File: src/inc/mit_pkg.sv
// shared types and constants of the instruction timing unit
`default_nettype none
package mit_pkg;
  // instruction classes handed over by the opcode decoder
  typedef enum logic [4:0] {
    CL_NOP = 5'b0_0000,
    CL_ROT_ACC = 5'b0_0001,
    CL_REG_ACC = 5'b0_0010,
    CL_CARRY_OP = 5'b0_0011,
    CL_IND_MOVE = 5'b0_0100,
    CL_IND_XCH = 5'b0_0101,
    CL_NIBBLE_XCH = 5'b0_0110,
    CL_DIR_DIR = 5'b0_0111,
    CL_IMM_DIR = 5'b0_1000,
    CL_TWO_BYTE_MOVE = 5'b0_1001,
    CL_LOAD_PTR = 5'b0_1010,
    CL_CODE_LOAD = 5'b0_1011,
    CL_EXT_MOVE = 5'b0_1100,
    CL_PUSH_POP = 5'b0_1101,
    CL_BIT_WRITE = 5'b0_1110,
    CL_BIT_LOGIC = 5'b0_1111,
    CL_SHORT_BRANCH = 5'b1_0000,
    CL_JUMP_INDIRECT = 5'b1_0001,
    CL_LONG_JUMP = 5'b1_0010,
    CL_RETURN = 5'b1_0011,
    CL_BIT_JUMP = 5'b1_0100,
    CL_BIT_TEST_CLEAR = 5'b1_0101,
    CL_COMPARE_JUMP = 5'b1_0110,
    CL_DECREMENT_JUMP_NONZERO_REG = 5'b1_0111,
    CL_DECREMENT_JUMP_NONZERO_DIR = 5'b1_1000,
    CL_ABS_JUMP = 5'b1_1001,
    CL_RMW_BYTE = 5'b1_1010
  } mit_class_t;

  // how a single-bit write alters the addressed bit
  typedef enum logic [1:0] {
    BF_CLEAR = 2'b00,
    BF_SET = 2'b01,
    BF_INVERT = 2'b10,
    BF_FROM_CARRY = 2'b11
  } mit_bit_func_t;

  typedef struct packed {
    logic known;
    logic [1:0] len;
    logic [2:0] cycles;
    logic rmw;
    logic bit_write;
  } mit_info_t;

  typedef struct packed {
    logic carry;
    logic signed_wrap_flag;
    logic half_carry_flag;
  } mit_flags_t;

  localparam logic [1:0] LEN_ONE = 2'h1;
  localparam logic [1:0] LEN_TWO = 2'h2;
  localparam logic [1:0] LEN_THREE = 2'h3;
  localparam logic [2:0] CYC_ONE = 3'h1;
  localparam logic [2:0] CYC_TWO = 3'h2;
  localparam logic [2:0] CYC_THREE = 3'h3;
  localparam logic [2:0] CYC_FOUR = 3'h4;
  localparam logic [2:0] CNT_RESET = 3'h0;
  localparam logic [7:0] BYTE_RESET = 8'h00;
  localparam int BIT_CARRY = 7;
  localparam int BIT_WRAP = 6;
  localparam int BIT_HALF = 3;
endpackage
`default_nettype wire

File: src/mit_core.sv
// instruction length, cycle timing, port read-modify-write and add flags
// Behaviour
// RULE1 - rotates, register moves, carry ops, nop: 1/1
// RULE2 - indirect moves and exchanges: one byte, two cycles
// RULE3 - direct-direct, immediate-direct 3/3; others 2/2
// RULE4 - data pointer immediate load: three bytes, three cycles
// RULE5 - code memory loads: one byte, four cycles
// RULE6 - extended data moves: one byte, four cycles
// RULE7 - push and pop: two bytes, two cycles
// RULE8 - direct bit operations: two bytes, two cycles
// RULE9 - short and conditional jumps take three cycles
// RULE10 - long jump, call, returns take four cycles
// RULE11 - bit jumps 3/4; test-clear jump clears bit
// RULE12 - compare jump unequal: three bytes, four cycles
// RULE13 - decrement jump: register 2/3, direct 3/4
// RULE14 - absolute call and jump: two bytes, three
// RULE15 - rmw port destination reads the output latch
// RULE16 - plain port input reads the pin
// RULE17 - rmw set: logic, inc, dec, bit writes
// RULE18 - bit writes rewrite whole latch byte
// RULE19 - add ignores carry in, carry from bit 7
// RULE20 - signed wrap: carries from bit 6 xor 7
// RULE21 - half carry from bit 3 into 4
// RULE22 - next fetch only after cycle count elapses
`default_nettype none
module mit_core (
  // clock and reset
  input wire logic core_clk,
  input wire logic rst,
  // instruction issue
  input wire logic issue,
  input wire mit_pkg::mit_class_t op_class,
  input wire mit_pkg::mit_bit_func_t bit_func,
  input wire logic dest_is_port,
  input wire logic [7:0] mem_data,
  input wire logic carry_in,
  // port latch and pins
  input wire logic [7:0] port_latch,
  input wire logic [7:0] port_pin,
  input wire logic [2:0] bit_sel,
  // addition operands
  input wire logic add_go,
  input wire logic [7:0] add_a,
  input wire logic [7:0] add_b,
  // sequencing
  output logic fetch_ready,
  output logic busy,
  output mit_pkg::mit_info_t info,
  // operand and write-back
  output logic [7:0] operand,
  output logic bit_val,
  output logic [7:0] port_wr_data,
  output logic port_wr_en,
  // addition result
  output logic [7:0] add_sum,
  output mit_pkg::mit_flags_t add_flags
);
  import mit_pkg::*;

  function automatic mit_info_t decode(input mit_class_t c);
    mit_info_t r;
    r = '{known: 1'b1, len: LEN_ONE, cycles: CYC_ONE,
          rmw: 1'b0, bit_write: 1'b0};
    case (c)
      CL_NOP, CL_ROT_ACC, CL_REG_ACC, CL_CARRY_OP: begin
        r.len = LEN_ONE; // RULE1
        r.cycles = CYC_ONE;
      end
      CL_IND_MOVE, CL_IND_XCH, CL_NIBBLE_XCH: begin
        r.len = LEN_ONE; // RULE2
        r.cycles = CYC_TWO;
      end
      CL_DIR_DIR, CL_IMM_DIR: begin
        r.len = LEN_THREE; // RULE3
        r.cycles = CYC_THREE;
      end
      CL_TWO_BYTE_MOVE: begin
        r.len = LEN_TWO; // RULE3
        r.cycles = CYC_TWO;
      end
      CL_LOAD_PTR: begin
        r.len = LEN_THREE; // RULE4
        r.cycles = CYC_THREE;
      end
      CL_CODE_LOAD: begin
        r.len = LEN_ONE; // RULE5
        r.cycles = CYC_FOUR;
      end
      CL_EXT_MOVE: begin
        r.len = LEN_ONE; // RULE6
        r.cycles = CYC_FOUR;
      end
      CL_PUSH_POP: begin
        r.len = LEN_TWO; // RULE7
        r.cycles = CYC_TWO;
      end
      CL_BIT_WRITE: begin
        r.len = LEN_TWO; // RULE8
        r.cycles = CYC_TWO;
        r.rmw = 1'b1; // RULE17
        r.bit_write = 1'b1;
      end
      CL_BIT_LOGIC: begin
        r.len = LEN_TWO; // RULE8
        r.cycles = CYC_TWO;
      end
      CL_SHORT_BRANCH: begin
        r.len = LEN_TWO; // RULE9
        r.cycles = CYC_THREE;
      end
      CL_JUMP_INDIRECT: begin
        r.len = LEN_ONE; // RULE9
        r.cycles = CYC_THREE;
      end
      CL_LONG_JUMP: begin
        r.len = LEN_THREE; // RULE10
        r.cycles = CYC_FOUR;
      end
      CL_RETURN: begin
        r.len = LEN_ONE; // RULE10
        r.cycles = CYC_FOUR;
      end
      CL_BIT_JUMP: begin
        r.len = LEN_THREE; // RULE11
        r.cycles = CYC_FOUR;
      end
      CL_BIT_TEST_CLEAR: begin
        r.len = LEN_THREE; // RULE11
        r.cycles = CYC_FOUR;
        r.rmw = 1'b1; // RULE17
        r.bit_write = 1'b1;
      end
      CL_COMPARE_JUMP: begin
        r.len = LEN_THREE; // RULE12
        r.cycles = CYC_FOUR;
      end
      CL_DECREMENT_JUMP_NONZERO_REG: begin
        r.len = LEN_TWO; // RULE13
        r.cycles = CYC_THREE;
        r.rmw = 1'b1; // RULE17
      end
      CL_DECREMENT_JUMP_NONZERO_DIR: begin
        r.len = LEN_THREE; // RULE13
        r.cycles = CYC_FOUR;
        r.rmw = 1'b1; // RULE17
      end
      CL_ABS_JUMP: begin
        r.len = LEN_TWO; // RULE14
        r.cycles = CYC_THREE;
      end
      CL_RMW_BYTE: begin
        r.len = LEN_TWO;
        r.cycles = CYC_TWO;
        r.rmw = 1'b1; // RULE17
      end
      default: begin
        // unknown classes behave as a one-cycle no-op
        r.known = 1'b0;
      end
    endcase
    return r;
  endfunction

  logic [2:0] cnt_ff;
  logic [2:0] nxt_cnt;
  logic accept;
  mit_info_t dec_now;
  logic rd_src;
  logic [7:0] rd_byte;
  logic new_bit;
  logic [7:0] bit_mask;
  logic [8:0] full_sum;
  logic [7:0] low7_sum;
  logic [4:0] nib_sum;

  // sequencing: one issue accepted only once the previous count is spent
  assign dec_now = decode(op_class);
  assign fetch_ready = (cnt_ff == CNT_RESET); // RULE22
  assign busy = !fetch_ready;
  assign accept = issue && fetch_ready; // RULE22
  assign nxt_cnt = accept ? dec_now.cycles - CYC_ONE :
                   (busy ? cnt_ff - CYC_ONE : cnt_ff);

  always_ff @(posedge core_clk) begin
    if (rst) begin
      cnt_ff <= CNT_RESET;
    end else begin
      cnt_ff <= nxt_cnt; // RULE22
    end
  end

  always_ff @(posedge core_clk) begin
    if (rst) begin
      info <= '0;
    end else if (accept) begin
      info <= dec_now;
    end
  end

  // a port destination of an rmw op sees the latch; a driven pin may
  // be pulled away from the written level by its load
  assign rd_src = dest_is_port && dec_now.rmw;
  always_comb begin
    if (!dest_is_port) begin
      rd_byte = mem_data;
    end else if (rd_src) begin
      rd_byte = port_latch; // RULE15
    end else begin
      rd_byte = port_pin; // RULE16
    end
  end

  assign bit_mask = 8'h01 << bit_sel;
  always_comb begin
    case (bit_func)
      BF_CLEAR: new_bit = 1'b0;
      BF_SET: new_bit = 1'b1;
      BF_INVERT: new_bit = !rd_byte[bit_sel];
      BF_FROM_CARRY: new_bit = carry_in;
      default: new_bit = 1'b0;
    endcase
    if (op_class == CL_BIT_TEST_CLEAR) begin
      new_bit = 1'b0; // RULE11
    end
  end

  always_ff @(posedge core_clk) begin
    if (rst) begin
      operand <= BYTE_RESET;
      bit_val <= 1'b0;
    end else if (accept) begin
      operand <= rd_byte;
      bit_val <= rd_byte[bit_sel];
    end
  end

  // whole byte goes back; only the addressed bit differs
  always_ff @(posedge core_clk) begin
    if (rst) begin
      port_wr_data <= BYTE_RESET;
      port_wr_en <= 1'b0;
    end else begin
      port_wr_en <= accept && dest_is_port && dec_now.bit_write &&
                    (op_class != CL_BIT_TEST_CLEAR ||
                     rd_byte[bit_sel]); // RULE11
      if (accept && dec_now.bit_write) begin
        port_wr_data <= (rd_byte & ~bit_mask) |
                        (new_bit ? bit_mask : 8'h00); // RULE18
      end
    end
  end

  // addition: incoming carry deliberately not an operand
  assign full_sum = {1'b0, add_a} + {1'b0, add_b}; // RULE19
  assign low7_sum = {1'b0, add_a[6:0]} + {1'b0, add_b[6:0]};
  assign nib_sum = {1'b0, add_a[3:0]} + {1'b0, add_b[3:0]};

  always_ff @(posedge core_clk) begin
    if (rst) begin
      add_sum <= BYTE_RESET;
      add_flags <= '0;
    end else if (add_go) begin
      add_sum <= full_sum[7:0];
      add_flags.carry <= full_sum[8]; // RULE19
      add_flags.signed_wrap_flag <= full_sum[8] ^ low7_sum[7]; // RULE20
      add_flags.half_carry_flag <= nib_sum[4]; // RULE21
    end
  end

  logic [8:0] chk_sum;
  assign chk_sum = {1'b0, add_a} + {1'b0, add_b};
endmodule
`default_nettype wire

File: config.mk
export PLATFORM = sky130hd
export DESIGN_NAME = mit_core
export DESIGN_NICKNAME = d
export VERILOG_FILES = /design/src/inc/mit_pkg.sv /design/src/mit_core.sv
export SDC_FILE = /design/constraint.sdc
export NUM_CORES = 1
export LEC_CHECK = 0
export BUFFER_PORTS_ARGS = -buffer_cell sky130_fd_sc_hd__buf_2
export CAP_MARGIN = 20
export CELL_PAD_IN_SITES_DETAIL_PLACEMENT = 0
export CELL_PAD_IN_SITES_GLOBAL_PLACEMENT = 1
export CORE_ASPECT_RATIO = 0.6
export CORE_MARGIN = 2
export CORE_UTILIZATION = 32
export CTS_CLUSTER_DIAMETER = 80
export DETAILED_ROUTE_END_ITERATION = 12
export PLACE_DENSITY = 0.8
export SYNTH_ARGS = -nofsm -noshare
export SYNTH_HDL_FRONTEND = slang
export SYNTH_SLANG_ARGS = --single-unit
File: constraint.sdc
create_clock -name core_clk -period 1.96 [get_ports core_clk]
set_input_delay 0.098 -clock core_clk [delete_from_list [all_inputs] [get_ports core_clk]]
set_output_delay 0.098 -clock core_clk [all_outputs]
set_load 0.01 [all_outputs]
==> impl_results.md <==
- Failing checks: negative setup slack
- TritonRoute pass-1 iters: 5
- Pin count of the biggest net entering global routing: 27
- Final total power: around 3100 uW
- Post-synth cell types: 55
- Unrepaired setup endpoints after global routing: true
- Final HPWL DP: 6010 microns
- Avg Inst Size Synth: between 7 and 8 sq um
- Power Density: 878 mW/mm^2
- Via density: roughly 5.0
- Max Freq: 494 MHz
- Ys Warns: 0
- Total Wirelength: approximately 7700 microns
- Number of H-tree levels: 2
- Clock sinks: 40
- CP delay by family, top: simple AND/OR/NAND/NOR gates
- Number of flops mapped to enable cells by yosys: 0
- Initial antenna violation count: 0
- Post-synth ARST share: 0%
- Worst Setup Start Kind: flop
- Count leader, synth: nor2_1
- WL/cell: 13.9 microns
- Syn Nets: ~400
- Die area: a little under 0.009 sq mm
- Latest clock arrival within the worst-skew pair: roughly 0.28 ns
- Max-cap violations: 0
- Sequential-to-total area share from yosys stat: between 30% and 40%
- PortBufs: 94
- Initial Util: ~33%
- Worst Hold Class: in -> reg
- Layout cells sized above 1: 34.2%
- Initial drt markers: 114
- WP data required: 2.13 ns
- WHS: roughly 0.2 ns
- Crit path cell chain: or3_4 > inv_4 > nand2_4 > or4_4 > a21oi_4 > nor2_2 > ha_4 > xor2_1 > nor2_1
- Worst-path maximum fanout: 2
- GRT Total Usage: ~17%
- Slew Limit Headroom: a little under 70%
- Final Setup Violations: 2
- Top-area cell type share of the netlist area: around 31%
- Leak pwr: approximately 0.0016 uW
- Synth cell count leaders: 51 x nor2_1, 40 x dfxtp_1, 35 x nand2_1
- CTS tree: yes
- Via total after detailed routing: between 2000 and 3000
- Setup TNS: -0.0964 ns
- Run status: finished with violations
- Worst setup EP type: flop
- Worst-margin pin slew: 0.456 ns
- ANT cells: 0
- Cell area after synthesis: 0.00259 sq mm
- Placed instance area: around 0.0033 sq mm
- Post-layout worst setup margin: -0.0658 ns
- Num CTS Buffers: 5
- Io pins: 95
- Leading area contributor after synthesis: dfxtp_1
- Final min period: slightly above 2 ns
- Ys flop type: dfxtp_1
- Synth area leaders: dfxtp_1 31%, nor2_1 7.4%, nand2_1 5.1%
- GRT overflow: 0
- CTS Hold Bufs: 0
- Crit path arrival time: approximately 2.2 ns
- Non-filler cells, final: around 550
- Max-slew violation count: 0
- DRT antenna net count: 0
- Crit path buf inv count: 1
- Critical path's slowest cell: or4_4
- Synthesized instance count: around 340
- Rows: 25
- Final-stage net count: between 500 and 600
- Die width: approximately 120 microns
- VDD IR max: 0.722 mV
- Endpoints failing hold: 0
- Chip height: between 70 and 80 microns
- Synthesized flop and latch total: 40
- Placed cells: roughly 540
- Root buffer cell: clkbuf_16
- Vias in the first global route: 2470
- Clock slew seen by the registers of the worst setup and hold paths: 0.06 ns
- Design area: about 0.0035 sq mm
- WS Path Type: reg -> reg
- Largest stage delay on the critical path: about 0.53 ns
- Clock Skews: 0.00583 ns
- Post-route clock period utilization: 103%
- Core outline area: about 0.008 sq mm
- Syn-to-layout area delta: 36.0%
- Gp weighted congestion: about 0.88
- First-pass GRT wire length: roughly 12000 microns
- DRC: 0
- Clk buf depth: 2
- Filler cell count: 802
## layer usage
| layer | part of all wire, % | up-vias | global-route usage, % |
|---|---|---|---|
| met1 | 51 | 1289 | 25.5 |
| met5 | 0 | - | 0 |
| met3 | 4.9 | 6 | 3.88 |
| met2 | 44 | 67 | 25.3 |
| li1 | - | 1426 | - |
| met4 | 0.80 | 0 | 3.40 |
## cells in the final DEF, fill, tap and decap left out, drive strengths merged, types with 3 or more instances in the layout
cell,count
a21oi,24
nand2,36
or2,3
nand3,12
nor2b,9
a31oi,8
a22o,3
xnor2,6
xor2,3
nor3,8
mux2i,13
nor2,51
ha,9
a211oi,8
a31o,5
clkbuf,5
o41ai,3
dfxtp,40
o21ai,28
buf,119
nand4,3
nand2b,5
a221oi,3
a311oi,3
inv,8
## report_power, final
part	internal, uW	leakage (uW)	switching (uW)
Clock	598	0.0000798	338
Sequential	933	0.000328	58.2
Combinational	523	0.00119	640
Total	2050	0.00160	1040
## per-stage QoR
| step | utilization [%] | worst slack [ns] |
|---|---|---|
| 2_1_floorplan | - | -0.0276 |
| 3_3_place_gp | 42.0 | 0.00585 |
| 3_5_place_dp | 42.0 | -0.0227 |
| 4_1_cts | 44.2 | -0.0329 |
| 5_1_grt | 44.8 | -0.124 |
| 6_report | 44.8 | -0.0658 |
## sequential cells by signal, summed over array words and instances (netlist names)
name	cells
add_flags	3
port_wr_en	1
add_sum	8
bit_val	1
info	8
port_wr_data	8
operand	8
cnt_ff	3
## logic make-up after synthesis
| logic type | count (synthesis) | share of synthesized area (%) |
|---|---|---|
| flip-flops | 40 | 30.9 |
| buffers and inverters | 31 | 4.88 |
| XOR/XNOR | 9 | 3.05 |
| adder cells (fa/ha/maj) | 10 | 5.12 |
| multiplexers | 13 | 5.03 |
| AND/OR/NAND/NOR | 138 | 25.0 |
| AO/OA/AOI/OAI | 100 | 26.0 |
## worst reg2reg max path, delay by kind of cell, from the launching register on
kind                     cells  cell delay [ns]
buffers and inverters        1             0.08
AND/OR/NAND/NOR              5             1.10
AO/OA/AOI/OAI                1             0.14
XOR/XNOR                     1             0.12
flip-flops                   1             0.32
adder cells (fa/ha/maj)      1             0.16
## worst paths after layout
check	from	to	slack, ns	cells past startpoint
worst max-delay path	cnt_ff[1]	cnt_ff[2]	-0.07	9
worst min-delay path	add_b[0]	add_sum[0]	0.20	4
worst max register to register	cnt_ff[1]	cnt_ff[2]	-0.07	9
worst min register to register	port_wr_data[2]	port_wr_data[2]	0.45	2
## timing repair
item | in CTS | in global routing
pin swaps | 0 | 2
setup endpoints to repair | 2 | 8
gates cloned | 0 | 0
buffers inserted | 1 | 1
resized for setup | 0 | 8
## final cells by class
cell class,instances,area (sq um),share of cell area (%)
clock buffer,5,125,3.55
timing repair buffer,119,658,18.7
clock inverter,3,42.5,1.21
tap,108,135,3.84
multi-input combinational,270,1730,49.0
inverter,8,32.5,0.924
sequential,40,802,22.8
Note: power is estimated with default switching activity, not from simulation.
